<file path="src/rtl/eisc_pkg.sv">
// Shared constants for the external request sense and forwarding block
package eisc_pkg;
    // ------------------------------------------------------------
    // Sizes
    // ------------------------------------------------------------
    localparam int N_EXT    = 8;
    localparam int N_SRC    = 9;
    localparam int PRIO_W   = 4;
    localparam int LVL_W    = 5;
    localparam int NF_CNT_W = 3;
    // ------------------------------------------------------------
    // Register offsets and layout
    // ------------------------------------------------------------
    localparam logic [7:0]  OFS_SENSE   = 8'h00;
    localparam logic [7:0]  OFS_STATUS  = 8'h04;
    localparam logic [7:0]  OFS_MASK    = 8'h08;
    localparam int          NONMASK_PIN_LEVEL_BIT    = 15;
    localparam int          RSVD_HI     = 14;
    localparam int          RSVD_LO     = 9;
    localparam int          NONMASK_EDGE_SELECT_BIT    = 8;
    localparam logic [8:0]  SENSE_RST   = 9'h000;
    localparam logic [8:0]  STATUS_RST  = 9'h000;
    localparam logic [8:0]  MASK_RST    = 9'h000;
    localparam logic [5:0]  RSVD_VAL    = 6'h00;
    // ------------------------------------------------------------
    // Sources and levels
    // ------------------------------------------------------------
    localparam logic [3:0]  SRC_NMI     = 4'h8;
    localparam logic [4:0]  LVL_NMI     = 5'h10;
    localparam logic [4:0]  LVL_NONE    = 5'h00;
    localparam logic [3:0]  PRIO_OFF    = 4'h0;
    // ------------------------------------------------------------
    // Edge direction codes
    // ------------------------------------------------------------
    localparam logic [1:0]  DIR_FALL    = 2'b00;
    localparam logic [1:0]  DIR_RISE    = 2'b01;
    localparam logic [1:0]  DIR_BOTH    = 2'b10;
    // ------------------------------------------------------------
    // Timing
    // ------------------------------------------------------------
    localparam int CLK_PERIOD_NS = 8;
    localparam int NF_TIME_NS    = 32;
    localparam int NF_CYCLES     = (NF_TIME_NS + CLK_PERIOD_NS - 1) / CLK_PERIOD_NS;
endpackage

</file>
<file path="src/rtl/eisc_det_if.sv">
// Connection between the top block and one request detector
`timescale 1ns/1ps
interface eisc_det_if;
    logic       sense;
    logic [1:0] dir;
    logic       level;
    logic       lvl_req;
    logic       edge_evt;
    modport det (input sense, input dir, output level, output lvl_req, output edge_evt);
    modport ctl (output sense, output dir, input level, input lvl_req, input edge_evt);
endinterface

</file>
<file path="src/rtl/eisc_ext_detect.sv">
// Synchroniser with level and edge detection for one maskable request pin
`timescale 1ns/1ps
module eisc_ext_detect (
    // Clock and reset
    input  wire logic mclk_in,
    input  wire logic reset_n_in,
    // Pin, active low
    input  wire logic pin_in,
    // Configuration and results
    eisc_det_if.det   det
);
    typedef struct packed {
        logic s1;
        logic s2;
        logic prev;
        logic edge_evt;
    } eisc_det_s;

    eisc_det_s st_reg;
    eisc_det_s st_next;
    logic      rise;
    logic      fall;

    always_comb begin
        st_next      = st_reg;
        st_next.s1   = pin_in;
        st_next.s2   = st_reg.s1;
        st_next.prev = st_reg.s2;
        rise         = st_reg.s2 & ~st_reg.prev;
        fall         = ~st_reg.s2 & st_reg.prev;
        // Code 11 is illegal and detects nothing
        case (det.dir)
            eisc_pkg::DIR_FALL: st_next.edge_evt = det.sense & fall;
            eisc_pkg::DIR_RISE: st_next.edge_evt = det.sense & rise;
            eisc_pkg::DIR_BOTH: st_next.edge_evt = det.sense & (rise | fall);
            default:            st_next.edge_evt = 1'b0;
        endcase
    end

    always_ff @(posedge mclk_in) begin
        if (!reset_n_in) begin
            // Pins idle high; a zero here would look like a request after reset
            st_reg <= '{s1: 1'b1, s2: 1'b1, prev: 1'b1, edge_evt: 1'b0};
        end else begin
            st_reg <= st_next;
        end
    end

    assign det.level    = st_reg.s2;
    assign det.lvl_req  = ~det.sense & ~st_reg.s2;
    assign det.edge_evt = st_reg.edge_evt;
endmodule

</file>
<file path="src/rtl/eisc_ext_irq_sense_config.sv">
// External request sensing, control register and prioritised forwarding
// ------------------------------------------------------------
// Notes on behaviour
// - Sixteen priority levels arbitrate pending sources; only the winner reaches the CPU.
// - Non-maskable input is noise filtered before an edge counts.
// - A dedicated pin tells outside logic that a request is active.
// - One non-maskable and eight maskable inputs, each maskable or prioritised.
// - Sense control register is sixteen bits, software readable and writable.
// - Bit 15 reads the non-maskable pin level; writes ignore it.
// - Bits 14 to 9 read zero; software writes zero.
// - Bit 8 picks non-maskable edge, 0 falling, 1 rising, reset 0.
// - Bits 7..0 pick mode of inputs 0..7 in reverse order, reset 0.
// - Sense 0 means low level requests; sense 1 means edge per direction field.
// - Direction 00 falling, 01 rising, 10 both, 11 illegal, ignored in level mode.
// ------------------------------------------------------------
//
// The placing of the registers and the address-and-strobe port were decided locally.
`timescale 1ns/1ps
module eisc_ext_irq_sense_config (
    // Clock and reset
    input  wire logic        mclk_in,
    input  wire logic        reset_n_in,
    // Request pins
    input  wire logic        nonmask_req_in,
    input  wire logic [7:0]  ext_request_n_in,
    // From the rest of the controller
    input  wire logic [15:0] edge_direction_control_in,
    input  wire logic [31:0] src_priority_in,
    // Register port
    input  wire logic [7:0]  reg_addr_in,
    input  wire logic [15:0] reg_wdata_in,
    input  wire logic        reg_wr_in,
    input  wire logic        reg_rd_in,
    output logic      [15:0] reg_rdata_out,
    // CPU request side
    input  wire logic        cpu_ack_in,
    input  wire logic [3:0]  cpu_ack_src_in,
    output logic             cpu_req_out,
    output logic      [3:0]  cpu_req_src_out,
    output logic      [4:0]  cpu_req_level_out,
    // Notification pin and event interrupt
    output logic             request_notify_n_out,
    output logic             irq_out
);
    // ------------------------------------------------------------
    // State
    // ------------------------------------------------------------
    typedef struct packed {
        logic [8:0]  ctl;
        logic [8:0]  pend;
        logic [7:0]  lvl_prev;
        logic        nmi_prev;
        logic [8:0]  stat;
        logic [8:0]  mask;
        logic [15:0] rdata;
        logic        req;
        logic [3:0]  src;
        logic [4:0]  lvl;
        logic        notify_n;
        logic        irq;
    } eisc_top_s;

    eisc_top_s  st_reg;
    eisc_top_s  st_next;

    logic       nmi_filt;
    logic [7:0] lvl_req;
    logic [7:0] edge_evt;
    logic [7:0] pin_lvl;

    // ------------------------------------------------------------
    // Input conditioning
    // ------------------------------------------------------------
    eisc_noise_filter u_nmi_filter (
        .mclk_in    (mclk_in),
        .reset_n_in (reset_n_in),
        .raw_in     (nonmask_req_in),
        .filt_out   (nmi_filt)
    );

    // One detector per maskable pin
    for (genvar i = 0; i < eisc_pkg::N_EXT; i++) begin : g_ext
        eisc_det_if det_if ();
        assign det_if.sense = st_reg.ctl[7-i];
        assign det_if.dir   = edge_direction_control_in[15-2*i -: 2];
        assign lvl_req[i]   = det_if.lvl_req;
        assign edge_evt[i]  = det_if.edge_evt;
        assign pin_lvl[i]   = det_if.level;
        eisc_ext_detect u_det (
            .mclk_in    (mclk_in),
            .reset_n_in (reset_n_in),
            .pin_in     (ext_request_n_in[i]),
            .det        (det_if.det)
        );
    end

    // ------------------------------------------------------------
    // Next state
    // ------------------------------------------------------------
    logic       nmi_edge;
    logic [8:0] events;
    logic [8:0] w1c;
    logic [8:0] active;
    logic [4:0] best_lvl;
    logic [3:0] best_src;
    logic [3:0] prio;

    always_comb begin
        st_next  = st_reg;
        nmi_edge = 1'b0;
        events   = '0;
        w1c      = '0;
        active   = '0;
        best_lvl = eisc_pkg::LVL_NONE;
        best_src = '0;
        prio     = '0;

        // Non-maskable edge on the filtered level
        if (st_reg.ctl[eisc_pkg::NONMASK_EDGE_SELECT_BIT]) begin
            nmi_edge = nmi_filt & ~st_reg.nmi_prev;
        end else begin
            nmi_edge = ~nmi_filt & st_reg.nmi_prev;
        end
        st_next.nmi_prev = nmi_filt;
        // Held low pin logs one status event, not one per cycle
        st_next.lvl_prev = lvl_req;

        // Level requests count as an event only when they start
        events = {nmi_edge, edge_evt | (lvl_req & ~st_reg.lvl_prev)};

        // Edge requests stay pending until the CPU takes them; set wins
        if (cpu_ack_in && cpu_ack_src_in <= eisc_pkg::SRC_NMI) begin
            st_next.pend[cpu_ack_src_in] = 1'b0;
        end
        st_next.pend = st_next.pend | {nmi_edge, edge_evt};

        // Arbitration: ties go to the lower input number
        for (int i = 0; i < eisc_pkg::N_EXT; i++) begin
            prio = src_priority_in[4*i +: 4];
            active[i] = (lvl_req[i] | st_reg.pend[i]) && prio != eisc_pkg::PRIO_OFF;
            if (active[i] && {1'b0, prio} > best_lvl) begin
                best_lvl = {1'b0, prio};
                best_src = 4'(i);
            end
        end
        // Non-maskable outranks every programmable level
        active[8] = st_reg.pend[8];
        if (st_reg.pend[8]) begin
            best_lvl = eisc_pkg::LVL_NMI;
            best_src = eisc_pkg::SRC_NMI;
        end
        st_next.req      = best_lvl != eisc_pkg::LVL_NONE;
        st_next.src      = best_src;
        st_next.lvl      = best_lvl;
        st_next.notify_n = best_lvl == eisc_pkg::LVL_NONE;

        // Register writes
        if (reg_wr_in) begin
            if (reg_addr_in == eisc_pkg::OFS_SENSE) begin
                st_next.ctl = reg_wdata_in[8:0];
            end else if (reg_addr_in == eisc_pkg::OFS_STATUS) begin
                w1c = reg_wdata_in[8:0];
            end else if (reg_addr_in == eisc_pkg::OFS_MASK) begin
                st_next.mask = reg_wdata_in[8:0];
            end
        end
        st_next.stat = (st_reg.stat & ~w1c) | events;
        st_next.irq  = |(st_next.stat & st_next.mask);

        // Read data stands for one cycle only
        st_next.rdata = '0;
        if (reg_rd_in) begin
            if (reg_addr_in == eisc_pkg::OFS_SENSE) begin
                st_next.rdata = {nmi_filt, eisc_pkg::RSVD_VAL, st_reg.ctl};
            end else if (reg_addr_in == eisc_pkg::OFS_STATUS) begin
                st_next.rdata = {7'h00, st_reg.stat};
            end else if (reg_addr_in == eisc_pkg::OFS_MASK) begin
                st_next.rdata = {7'h00, st_reg.mask};
            end else begin
                st_next.rdata = '0;
            end
        end
    end

    // ------------------------------------------------------------
    // Registers
    // ------------------------------------------------------------
    always_ff @(posedge mclk_in) begin
        if (!reset_n_in) begin
            st_reg          <= '0;
            st_reg.ctl      <= eisc_pkg::SENSE_RST;
            st_reg.stat     <= eisc_pkg::STATUS_RST;
            st_reg.mask     <= eisc_pkg::MASK_RST;
            st_reg.notify_n <= 1'b1;
        end else begin
            st_reg <= st_next;
        end
    end

    assign reg_rdata_out        = st_reg.rdata;
    assign cpu_req_out          = st_reg.req;
    assign cpu_req_src_out      = st_reg.src;
    assign cpu_req_level_out    = st_reg.lvl;
    assign request_notify_n_out = st_reg.notify_n;
    assign irq_out              = st_reg.irq;
endmodule

</file>
<file path="src/rtl/eisc_noise_filter.sv">
// Two-stage synchroniser and stability filter for the non-maskable pin
`timescale 1ns/1ps
module eisc_noise_filter (
    // Clock and reset
    input  wire logic mclk_in,
    input  wire logic reset_n_in,
    // Pin and filtered level
    input  wire logic raw_in,
    output logic      filt_out
);
    localparam int HOLD_LAST = eisc_pkg::NF_CYCLES - 1;

    typedef struct packed {
        logic                          s1;
        logic                          s2;
        logic [eisc_pkg::NF_CNT_W-1:0] cnt;
        logic                          filt;
    } eisc_nf_s;

    eisc_nf_s st_reg;
    eisc_nf_s st_next;

    always_comb begin
        st_next    = st_reg;
        st_next.s1 = raw_in;
        st_next.s2 = st_reg.s1;
        // Glitches shorter than the hold time never reach filt
        if (st_reg.s2 != st_reg.filt) begin
            if (st_reg.cnt == eisc_pkg::NF_CNT_W'(HOLD_LAST)) begin
                st_next.filt = st_reg.s2;
                st_next.cnt  = '0;
            end else begin
                st_next.cnt = st_reg.cnt + 1'b1;
            end
        end else begin
            st_next.cnt = '0;
        end
    end

    always_ff @(posedge mclk_in) begin
        if (!reset_n_in) begin
            st_reg <= '0;
        end else begin
            st_reg <= st_next;
        end
    end

    assign filt_out = st_reg.filt;
endmodule

</file>
<file path="config.mk">
export PLATFORM = sky130hd
export DESIGN_NAME = eisc_ext_irq_sense_config
export DESIGN_NICKNAME = d
export VERILOG_FILES = /design/src/rtl/eisc_pkg.sv /design/src/rtl/eisc_det_if.sv /design/src/rtl/eisc_ext_detect.sv /design/src/rtl/eisc_ext_irq_sense_config.sv /design/src/rtl/eisc_noise_filter.sv
export SDC_FILE = /design/constraint.sdc
export NUM_CORES = 1
export LEC_CHECK = 0
export ABC_AREA = 1
export BUFFER_PORTS_ARGS = -buffer_cell sky130_fd_sc_hd__buf_2
export CAP_MARGIN = 20
export CORE_AREA = 2 2 118 120
export CTS_CLUSTER_SIZE = 25
export DETAILED_ROUTE_END_ITERATION = 6
export DIE_AREA = 0 0 120 122
export PLACE_DENSITY = 0.77
export SLEW_MARGIN = 20
export SYNTH_ARGS = -nofsm -noshare
export SYNTH_HDL_FRONTEND = slang
export SYNTH_SLANG_ARGS = --single-unit
</file>
<file path="constraint.sdc">
create_clock -name mclk_in -period 16.2 [get_ports mclk_in]
set_clock_uncertainty 0.2 [all_clocks]
set_input_delay 0.81 -clock mclk_in [delete_from_list [all_inputs] [get_ports mclk_in]]
set_output_delay 0.81 -clock mclk_in [all_outputs]
set_load 0.02 [all_outputs]
</file>
==> results of run 1 <==
worst reg2reg max path, delay by kind of cell, from the launching register on:
family          cells  cell delay, ps
simple gates       36            4400
fa+ha+maj           7            2000
compound gates      9            1960
buf+inv             7             780
flops               1             380
power by group:
group / internal (W) / switching, W
sequential: 0.000263 / 0.00000296
combinational: 0.0000378 / 0.0000571
clock: 0.000106 / 0.0000991
total: 0.000407 / 0.000159
metrics by stage:
step / area [um^2] / cells / total power, W
2_1_floorplan: 5940 / 793 / 0.000340
3_5_place_dp: 6460 / 1043 / 0.000367
3_3_place_gp: 6460 / 1043 / 0.000364
6_report: 6740 / 1058 / 0.000566
5_1_grt: 6740 / 1058 / 0.000599
4_1_cts: 6740 / 1058 / 0.000572
kinds of logic (layout without fill, tap and decap cells):
family / Yosys count / after routing / share of synthesized area [%]
simple gates: 289 / 289 / 22.0
buf+inv: 189 / 274 / 13.7
compound gates: 135 / 135 / 14.3
flops: 104 / 104 / 35.2
fa+ha+maj: 70 / 70 / 14.8
other cells: 1 / 6 / 0.0634
worst paths after layout:
| check | to | cells after the start |
|---|---|---|
| min reg2reg | u_nmi_filter.st_reg[4] | 2 |
| max reg2reg | cpu_req_out | 59 |
| max | cpu_req_out | 59 |
| min | u_nmi_filter.st_reg[4] | 2 |
synth_stat cells:
| library cell | instances | share of area, % |
|---|---|---|
| clkinv_1 | 1 | 0.063 |
| nor3_4 | 1 | 0.27 |
| a21oi_2 | 1 | 0.15 |
| a22o_2 | 7 | 1.2 |
| or2_2 | 20 | 2.1 |
| nand3_1 | 35 | 3.0 |
| dfxtp_1 | 104 | 35 |
| a21o_1 | 1 | 0.13 |
| nor3_1 | 14 | 1.2 |
| nor2_1 | 67 | 4.2 |
| o21bai_1 | 1 | 0.13 |
| a221oi_1 | 10 | 1.5 |
| ha_1 | 70 | 15 |
| nand4_1 | 4 | 0.42 |
| conb_1 | 1 | 0.063 |
| and2_1 | 11 | 1.2 |
| o311ai_0 | 1 | 0.15 |
| a21oi_1 | 38 | 3.2 |
| o21ai_0 | 46 | 3.9 |
| o21ai_2 | 4 | 0.59 |
| or2_1 | 1 | 0.11 |
| o21ai_1 | 5 | 0.42 |
| buf_4 | 25 | 3.2 |
| o211ai_1 | 4 | 0.51 |
| nor4_1 | 2 | 0.21 |
| a2111oi_0 | 8 | 1.2 |
| a221o_2 | 2 | 0.38 |
| or2_4 | 1 | 0.15 |
| o22ai_1 | 3 | 0.32 |
| buf_6 | 1 | 0.19 |
| o41ai_1 | 2 | 0.30 |
| nand2_1 | 126 | 8.0 |
| inv_1 | 152 | 9.6 |
| clkbuf_1 | 10 | 0.63 |
| o2111ai_1 | 1 | 0.15 |
| nor2_2 | 1 | 0.11 |
| o221ai_1 | 1 | 0.15 |
| nand2_4 | 1 | 0.19 |
| or2_0 | 1 | 0.11 |
| nand3b_1 | 3 | 0.38 |
| nor4_4 | 1 | 0.36 |
layer usage:
metal  vias up  global-route usage, %
met4         0                   5.74
met2       131                   30.4
li1       2688                      -
met1      2250                   21.7
met3        11                   3.84
met5         -                      0
area by class of cell:
| cell class | instances | share of cell area (%) |
|---|---|---|
| well taps | 180 | 3.34 |
| inverters | 153 | 8.52 |
| flip-flops and latches | 104 | 30.9 |
| clock buffers | 9 | 3.34 |
| clock inverters | 6 | 0.761 |
| repair buffers | 106 | 7.95 |
| multi-input cells | 500 | 45.2 |
==> impl_metrics.ini, run 1 <==
[power]
power.density_mw_per_mm2 = 84.0
leakage_nw = 3.54
ir_worst_vdd_uv = 63.0

[sta]
worst_slew_margin_rel_pct = 46.8
final.period_utilization_pct = 60.9
fmax_mhz = 101
fin_crit_ps = 9860
setup_viol = 0
layout_setup_ws_ps = 6340
finalHoldViolCount = 0
rsz0062_at_grt = no
holdWs_ps = 211
max_slew.worst_pin.slew_ps = 791
drv_slew = 0
setup_tns_ps = 0

[worst_setup_path]
ff2ff_setup_slack_ps = 6340
crit_path_frequent_cell = nand2_1
cp.arrival_ps = 9900
path_buf_inv = 7
crit_family = simple AND/OR/NAND/NOR gates
cp_max_fo = 10
cp_slowest_cell = o221ai_1
worstPathRequired_ps = 16240
cp-start-kind = flop
crit_start = g_ext[0].det_if.sense
end_kind = flop
slowest_delay_ps = 610
r2r-start = g_ext[0].det_if.sense
critical_path_class = flop to flop

[min_path]
min_path_type = flop to flop
min_from = u_nmi_filter.st_next[4]

[detailed_routing]
wire_per_inst_um = 11.9
num_vias = 5080
drtAntennaViolNets = 0
via_per_inst = 4.80
dr_wl_met3_um = 668
dr_wl_met2_um = 5960
drt_iter0_markers = 285
wl_met1_um = 5820
first_pass_iters = 5
wirelength_um = 12600
top_layer = met4
drc = 0

[finish]
num-nets-final = 1034
ff_latch_area_mm2 = 0.00208
layout_common_cells = inv_1 (152), nand2_1 (126), dfxtp_1 (104), buf_2 (104), ha_1 (70)
n_fill_cell = 1335
final_common_cell = inv_1
diodes = 0
utilization_pct = 49.9
multiInputGateArea_mm2 = 0.00305
syn_to_final_growth_pct = 13.8
drive_gt1_share_pct = 18.2
largest_register_ffs = 36

[synth]
ys_ff_latch = 104
yosysSeqAreaShare_pct = 35.2
netlist_instances = 788
synth_warnings = 0
syn_area_per_cell_um2 = 7.51
synthDistinctLibCells = 41
syn_area_mm2 = 0.00592

[global_route]
antenna_found_initial = 0
grt_overflow = 0
grt_start_max_net_pins = 43
grt_pass1_vias = 4592
grt_pass1_wl_um = 20700
grt_usage_pct = 17.6

[place]
port_buffers = 104
hpwl_um = 9930
place_congestion = 0.868
place_ws_ps = 6110

[clock_tree]
clk_latency_ps = 350
cts_resized = 0
cts_setup_buffers = 0
cts_buffer_depth = 2
numCtsBuffers = 9
cts_tree = built
clk_pin_slew_worst_paths_ps = 70
htree_levels = 3
cts-root-buf = clkbuf_16
ctsHoldBuffers = 0
cts_sinks = 104

[die]
initial_core_util_pct = 43.8
die_y_um = 122
ioPinCount = 118
dieArea_mm2 = 0.0146
num_rows = 43
core_mm2 = 0.0135
die_w_um = 120

[run_status]
outcome = finished, final reports clean

[run]
maxCapViolCount = 0
No activity file was read; power rests on OpenSTA's default activity.
==> inputs of run 2 (changes only) <==
clock period = 9.5 ns   (was 16.2 ns; I/O delays follow)
==> run 2 against run 1 <==
Sequential power grew 71%. Clock power grew 78%. Fmax grew 11%. Sequential share of layout area shrank 1.1 points. Die area is the same. Worst setup slack lost 5700 ps. Critical path type unchanged. Largest cell class unchanged. Highest routed layer is now met5.
==> impl_metrics.ini, run 2 (synthesis gave the netlist of run 1 again) <==
[place]
dp_cells = 1050
port_buffers = 104
place_ws_ps = 88.0
place_congestion = 0.868
hpwl_um = 10100

[sta]
layout_setup_ws_ps = 620
drv_slew = 0
fmax_mhz = 113
fin_crit_ps = 8880
final.period_utilization_pct = 93.5
setup_tns_ps = 0
worst_slew_margin_rel_pct = 44.1
finalHoldViolCount = 0
max_slew.worst_pin.slew_ps = 831
setup_viol = 0

[finish]
layout_common_cells = inv_1 (148), nand2_1 (115), buf_2 (104)
final_common_cell = inv_1
num-nets-final = 1051
diodes = 0
syn_to_final_growth_pct = 18.3
final_cells = 1076
drive_gt1_share_pct = 22.5
largest_register_ffs = 36

[clock_tree]
ctsHoldBuffers = 0
clk_latency_ps = 360
cts_tree = built
clk_pin_slew_worst_paths_ps = 70
numCtsBuffers = 9
cts_sinks = 104
cts_buffer_depth = 2
htree_levels = 3
cts-root-buf = clkbuf_16

[detailed_routing]
drtAntennaViolNets = 0
drc = 0
num_vias = 5237
drt_iter0_markers = 307
via_per_inst = 4.87
wire_per_inst_um = 12.4
wirelength_um = 13300
first_pass_iters = 5

[die]
dieArea_mm2 = 0.0146
die_w_um = 120
ioPinCount = 118
num_rows = 43
initial_core_util_pct = 43.8
core_mm2 = 0.0135
die_y_um = 122

[worst_setup_path]
slowest_delay_ps = 330
cp_max_fo = 9
crit_path_frequent_cell = nand2_1
end_kind = flop
cp.arrival_ps = 8910
cp-start-kind = flop
worstPathRequired_ps = 9530
critical_path_class = flop to flop
cp_slowest_cell = dfxtp_1

[global_route]
grt_start_max_net_pins = 50
grt_overflow = 0
antenna_found_initial = 1
grt_pass1_vias = 4720
grt_pass1_wl_um = 21100
grt_usage_pct = 18.1

[power]
power.density_mw_per_mm2 = 143
ir_worst_vdd_uv = 86.5
leakage_nw = 3.64

[run_status]
outcome = finished, final reports clean

[min_path]
min_path_type = input port to flop

[run]
maxCapViolCount = 0
run 2: cell count changes in the layout (fill, tap and decap cells not counted), moves of 2 or more:
| cell | change |
|---|---|
| inv_2 | +4 |
| nand2_1 | -11 |
| buf_4 | +16 |
| o21ai_1 | +5 |
| inv_1 | -4 |
| o21ai_0 | -5 |
| ha_4 | +4 |
| ha_1 | -4 |
| nand2_2 | +10 |
| nor2_1 | -2 |
run 2: report_power, final:
part | switching [W] | leakage, nW | internal [W]
combinational | 0.000106 | 2.65 | 0.0000774
sequential | 0.00000509 | 0.846 | 0.000449
clock | 0.000178 | 0.140 | 0.000185
total | 0.000289 | 3.64 | 0.000711
run 2: final timing paths:
kind / start / to / slack (ps) / cells after the start
setup reg to reg: g_ext[0].det_if.sense / cpu_req_out / 620 / 62
setup / recovery: g_ext[0].det_if.sense / cpu_req_out / 620 / 62
hold reg to reg: g_ext[6].u_det.st_next[2] / g_ext[6].u_det.det.level / 210 / 1
hold / removal: ext_request_n_in[2] / g_ext[2].u_det.st_next[2] / 100 / 2
run 2: cell type report:
type / count / area [um^2]
clock buffer: 10 / 229
fill: 1305 / 6500
clock inverter: 6 / 63.8
sequential: 104 / 2080
timing repair buffer: 123 / 667
inverter: 153 / 574
tap: 180 / 225
multi-input combinational: 500 / 3160
run 2: per-stage QoR:
| step | power [W] | util, % | hold WS [ps] | cell area [um^2] |
|---|---|---|---|---|
| finish | 0.00100 | 51.8 | 102 | 7000 |
| global route | 0.00105 | 51.8 | 99.1 | 7000 |
| CTS | 0.000993 | 50.4 | 95.4 | 6810 |
| detailed placement | 0.000633 | 48.2 | 198 | 6520 |
| global placement | 0.000628 | 48.2 | 192 | 6520 |
| floorplan | 0.000579 | - | 190 | 5940 |
run 2: timing repair:
action	in CTS	in global routing
gates resized for setup	0	34
endpoints found under the setup margin	0	9
buffers inserted	0	10
run 2: worst max-delay path, delay by kind of cell, from the launching register on:
family | cells | cell delay (ps)
flops | 1 | 330
compound gates | 8 | 1210
fa+ha+maj | 7 | 1910
buf+inv | 10 | 1120
simple gates | 37 | 3950
run 2: layer usage:
| metal | global-route usage, % | wire (um) | vias up |
|---|---|---|---|
| met5 | 0 | 13 | - |
| met4 | 6.84 | 391 | 2 |
| met3 | 4.26 | 790 | 32 |
| met2 | 32.0 | 6340 | 157 |
| met1 | 21.3 | 5800 | 2325 |
| li1 | - | - | 2721 |
==> inputs of run 3 (changes only) <==
ABC_AREA = unset   (was 1)
PLACE_DENSITY = 0.76   (was 0.77)
==> run 3 against run 2 <==
The run now ends with negative setup slack left. Sequential share of layout area decreased by 2.8 points. Area after synthesis decreased by 0.23%. Worst hold slack worse by 2.9 ps. Clock power rose by 3%. Flip-flop and latch count unchanged. Worst setup slack worse by 790 ps.
==> impl_metrics.ini, run 3 <==
[sta]
worst_slew_margin_rel_pct = 30.2
rsz0062_at_grt = yes
setup_viol = 2
drv_slew = 0
fin_crit_ps = 9670
max_slew.worst_pin.slew_ps = 1040
final.period_utilization_pct = 102
finalHoldViolCount = 0
setup_tns_ps = -268
fmax_mhz = 103
layout_setup_ws_ps = -173

[clock_tree]
numCtsBuffers = 9
cts_sinks = 104
clk_latency_ps = 350
clk_pin_slew_worst_paths_ps = 70
ctsHoldBuffers = 0
cts-root-buf = clkbuf_16
cts_buffer_depth = 2
htree_levels = 3
cts_tree = built

[die]
core_mm2 = 0.0135
ioPinCount = 118
die_y_um = 122
initial_core_util_pct = 43.7
die_w_um = 120
dieArea_mm2 = 0.0146
num_rows = 43

[synth]
synthDistinctLibCells = 63
syn_area_mm2 = 0.00591
synth_warnings = 0
syn_area_per_cell_um2 = 8.93
netlist_top_cells_area = dfxtp_1 (35%), ha_1 (15%), mux2i_1 (4.4%)
synth_edf_count = 0
ys_ff_latch = 104
yosysTopAreaCellShare_pct = 35.3
async_flop_share_pct = 0
yosysSeqAreaShare_pct = 35.3
synth.largest_area_cell = dfxtp_1
synth.top_cells.by_count = dfxtp_1 (104), ha_1 (70), inv_1 (64)
synth.most_common_cell = dfxtp_1
netlist_instances = 661
ys.flop_type = dfxtp_1

[detailed_routing]
drtAntennaViolNets = 0
wirelength_um = 14300
drt_iter0_markers = 313
num_vias = 5083
via_per_inst = 5.04
drc = 0
first_pass_iters = 4
wire_per_inst_um = 14.2

[place]
dpl_cell_area_mm2 = 0.00700
hpwl_um = 10700
place_congestion = 0.910
port_buffers = 104

[finish]
n_fill_cell = 1179
drive_gt1_share_pct = 31.9
final_area_mm2 = 0.00774
num-nets-final = 983
layout_common_cells = buf_2 (104), dfxtp_1 (102), buf_4 (79)
utilization_pct = 57.3
largest_register_ffs = 36
final_common_cell = buf_2
syn_to_final_growth_pct = 31.1

[worst_setup_path]
ff2ff_setup_slack_ps = -170
critical_path_class = flop to flop
rr_worst_depth = 48
cp-start-kind = flop
crit_path_frequent_cell = buf_4
cp_slowest_cell = o41a_1
timing.rr.end = cpu_req_out
end_kind = flop
worstPathRequired_ps = 9520
cp.arrival_ps = 9700
cp_max_fo = 8
r2r-start = g_ext[0].det_if.sense
slowest_delay_ps = 430

[power]
power.density_mw_per_mm2 = 138
leakage_nw = 3.53
power_w = 0.00107
ir_worst_vdd_uv = 87.4

[run_status]
violations = negative setup slack
outcome = complete, but fails checks

[global_route]
grt_overflow = 0
antenna_found_initial = 1
grt_usage_pct = 19.3
grt_start_max_net_pins = 89
grt_pass1_vias = 4671
grt_pass1_wl_um = 22500

[run]
maxCapViolCount = 0

[min_path]
min_path_type = input port to flop
hold_depth = 2
worstHoldEndpoint = g_ext[5].u_det.st_next[2]
min_from = ext_request_n_in[5]
-- run 3: changes by cell type in the layout (fill, tap and decap cells not counted), sizes merged, moves of 19 or more --
cell | before | now
nand2 | 127 | 44
buf | 123 | 185
nor2 | 68 | 49
or2 | 23 | 1
o21ai | 55 | 5
inv | 155 | 67
nand3 | 35 | 6
mux2i | 0 | 26
nor2b | 0 | 41
-- run 3: power breakdown --
part	leakage, nW	internal, W	switching [W]
Clock	0.142	0.000208	0.000167
Sequential	0.848	0.000449	0.00000480
Combinational	2.54	0.000117	0.000120
Total	3.53	0.000774	0.000291
-- run 3: cell families (layout without fill, tap and decap cells) --
group           Yosys count  count (layout)  share of synthesized area, %
mux                      30              30                          5.17
compound gates          133             133                          16.6
fa+ha+maj                70              70                          14.8
buf+inv                 103             265                          8.16
other cells               1               7                        0.0635
xor+xnor                  1               1                         0.148
flops                   104             104                          35.3
simple gates            219             219                          19.8
-- run 3: worst max-delay path by stage --
stage	endpoint	start	slack [ps]
floorplan	cpu_req_out	g_ext[0].u_det.det.level	4
global placement	cpu_req_out	g_ext[0].u_det.det.level	-150
detailed placement	cpu_req_out	g_ext[0].u_det.det.level	-260
CTS	cpu_req_out	g_ext[0].det_if.sense	20
global route	cpu_req_out	g_ext[0].det_if.sense	-720
finish	cpu_req_out	g_ext[0].det_if.sense	-170
-- run 3: final cells by class --
class | instances | area (um^2) | area share [%]
clock inverters | 6 | 73.8 | 0.953
inverters | 64 | 240 | 3.10
clock buffers | 10 | 229 | 2.96
multi-input cells | 459 | 3750 | 48.5
diodes | 1 | 2.50 | 0.0323
well taps | 180 | 225 | 2.91
repair buffers | 185 | 1140 | 14.7
flip-flops and latches | 104 | 2080 | 26.9
-- run 3: critical path, delay by kind of cell, from the launching register on --
family	cells	cell delay (ps)
compound gates	21	4390
fa+ha+maj	7	1900
buf+inv	5	830
flops	1	320
mux	1	380
simple gates	14	1510
-- run 3: metal layers --
| layer | routed length [um] | track usage (%) |
|---|---|---|
| met2 | 6790 | 31.5 |
| met4 | 312 | 6.76 |
| met3 | 736 | 4.49 |
| met5 | 0 | 0 |
| met1 | 6450 | 25.0 |
-- run 3: repair_timing --
item	in CTS	in global routing
pin swaps	31	16
resized for setup	31	19
setup buffers	10	11
setup endpoints to repair	6	8
-- run 3: stage by stage --
step	cells	setup slack, ps	hold slack [ps]
after global placement	971	-151	188
final	1009	-173	98.9
after global routing	1009	-718	90.6
after detailed placement	971	-264	192
after floorplan	666	3.74	186
after CTS	997	16.7	84.7
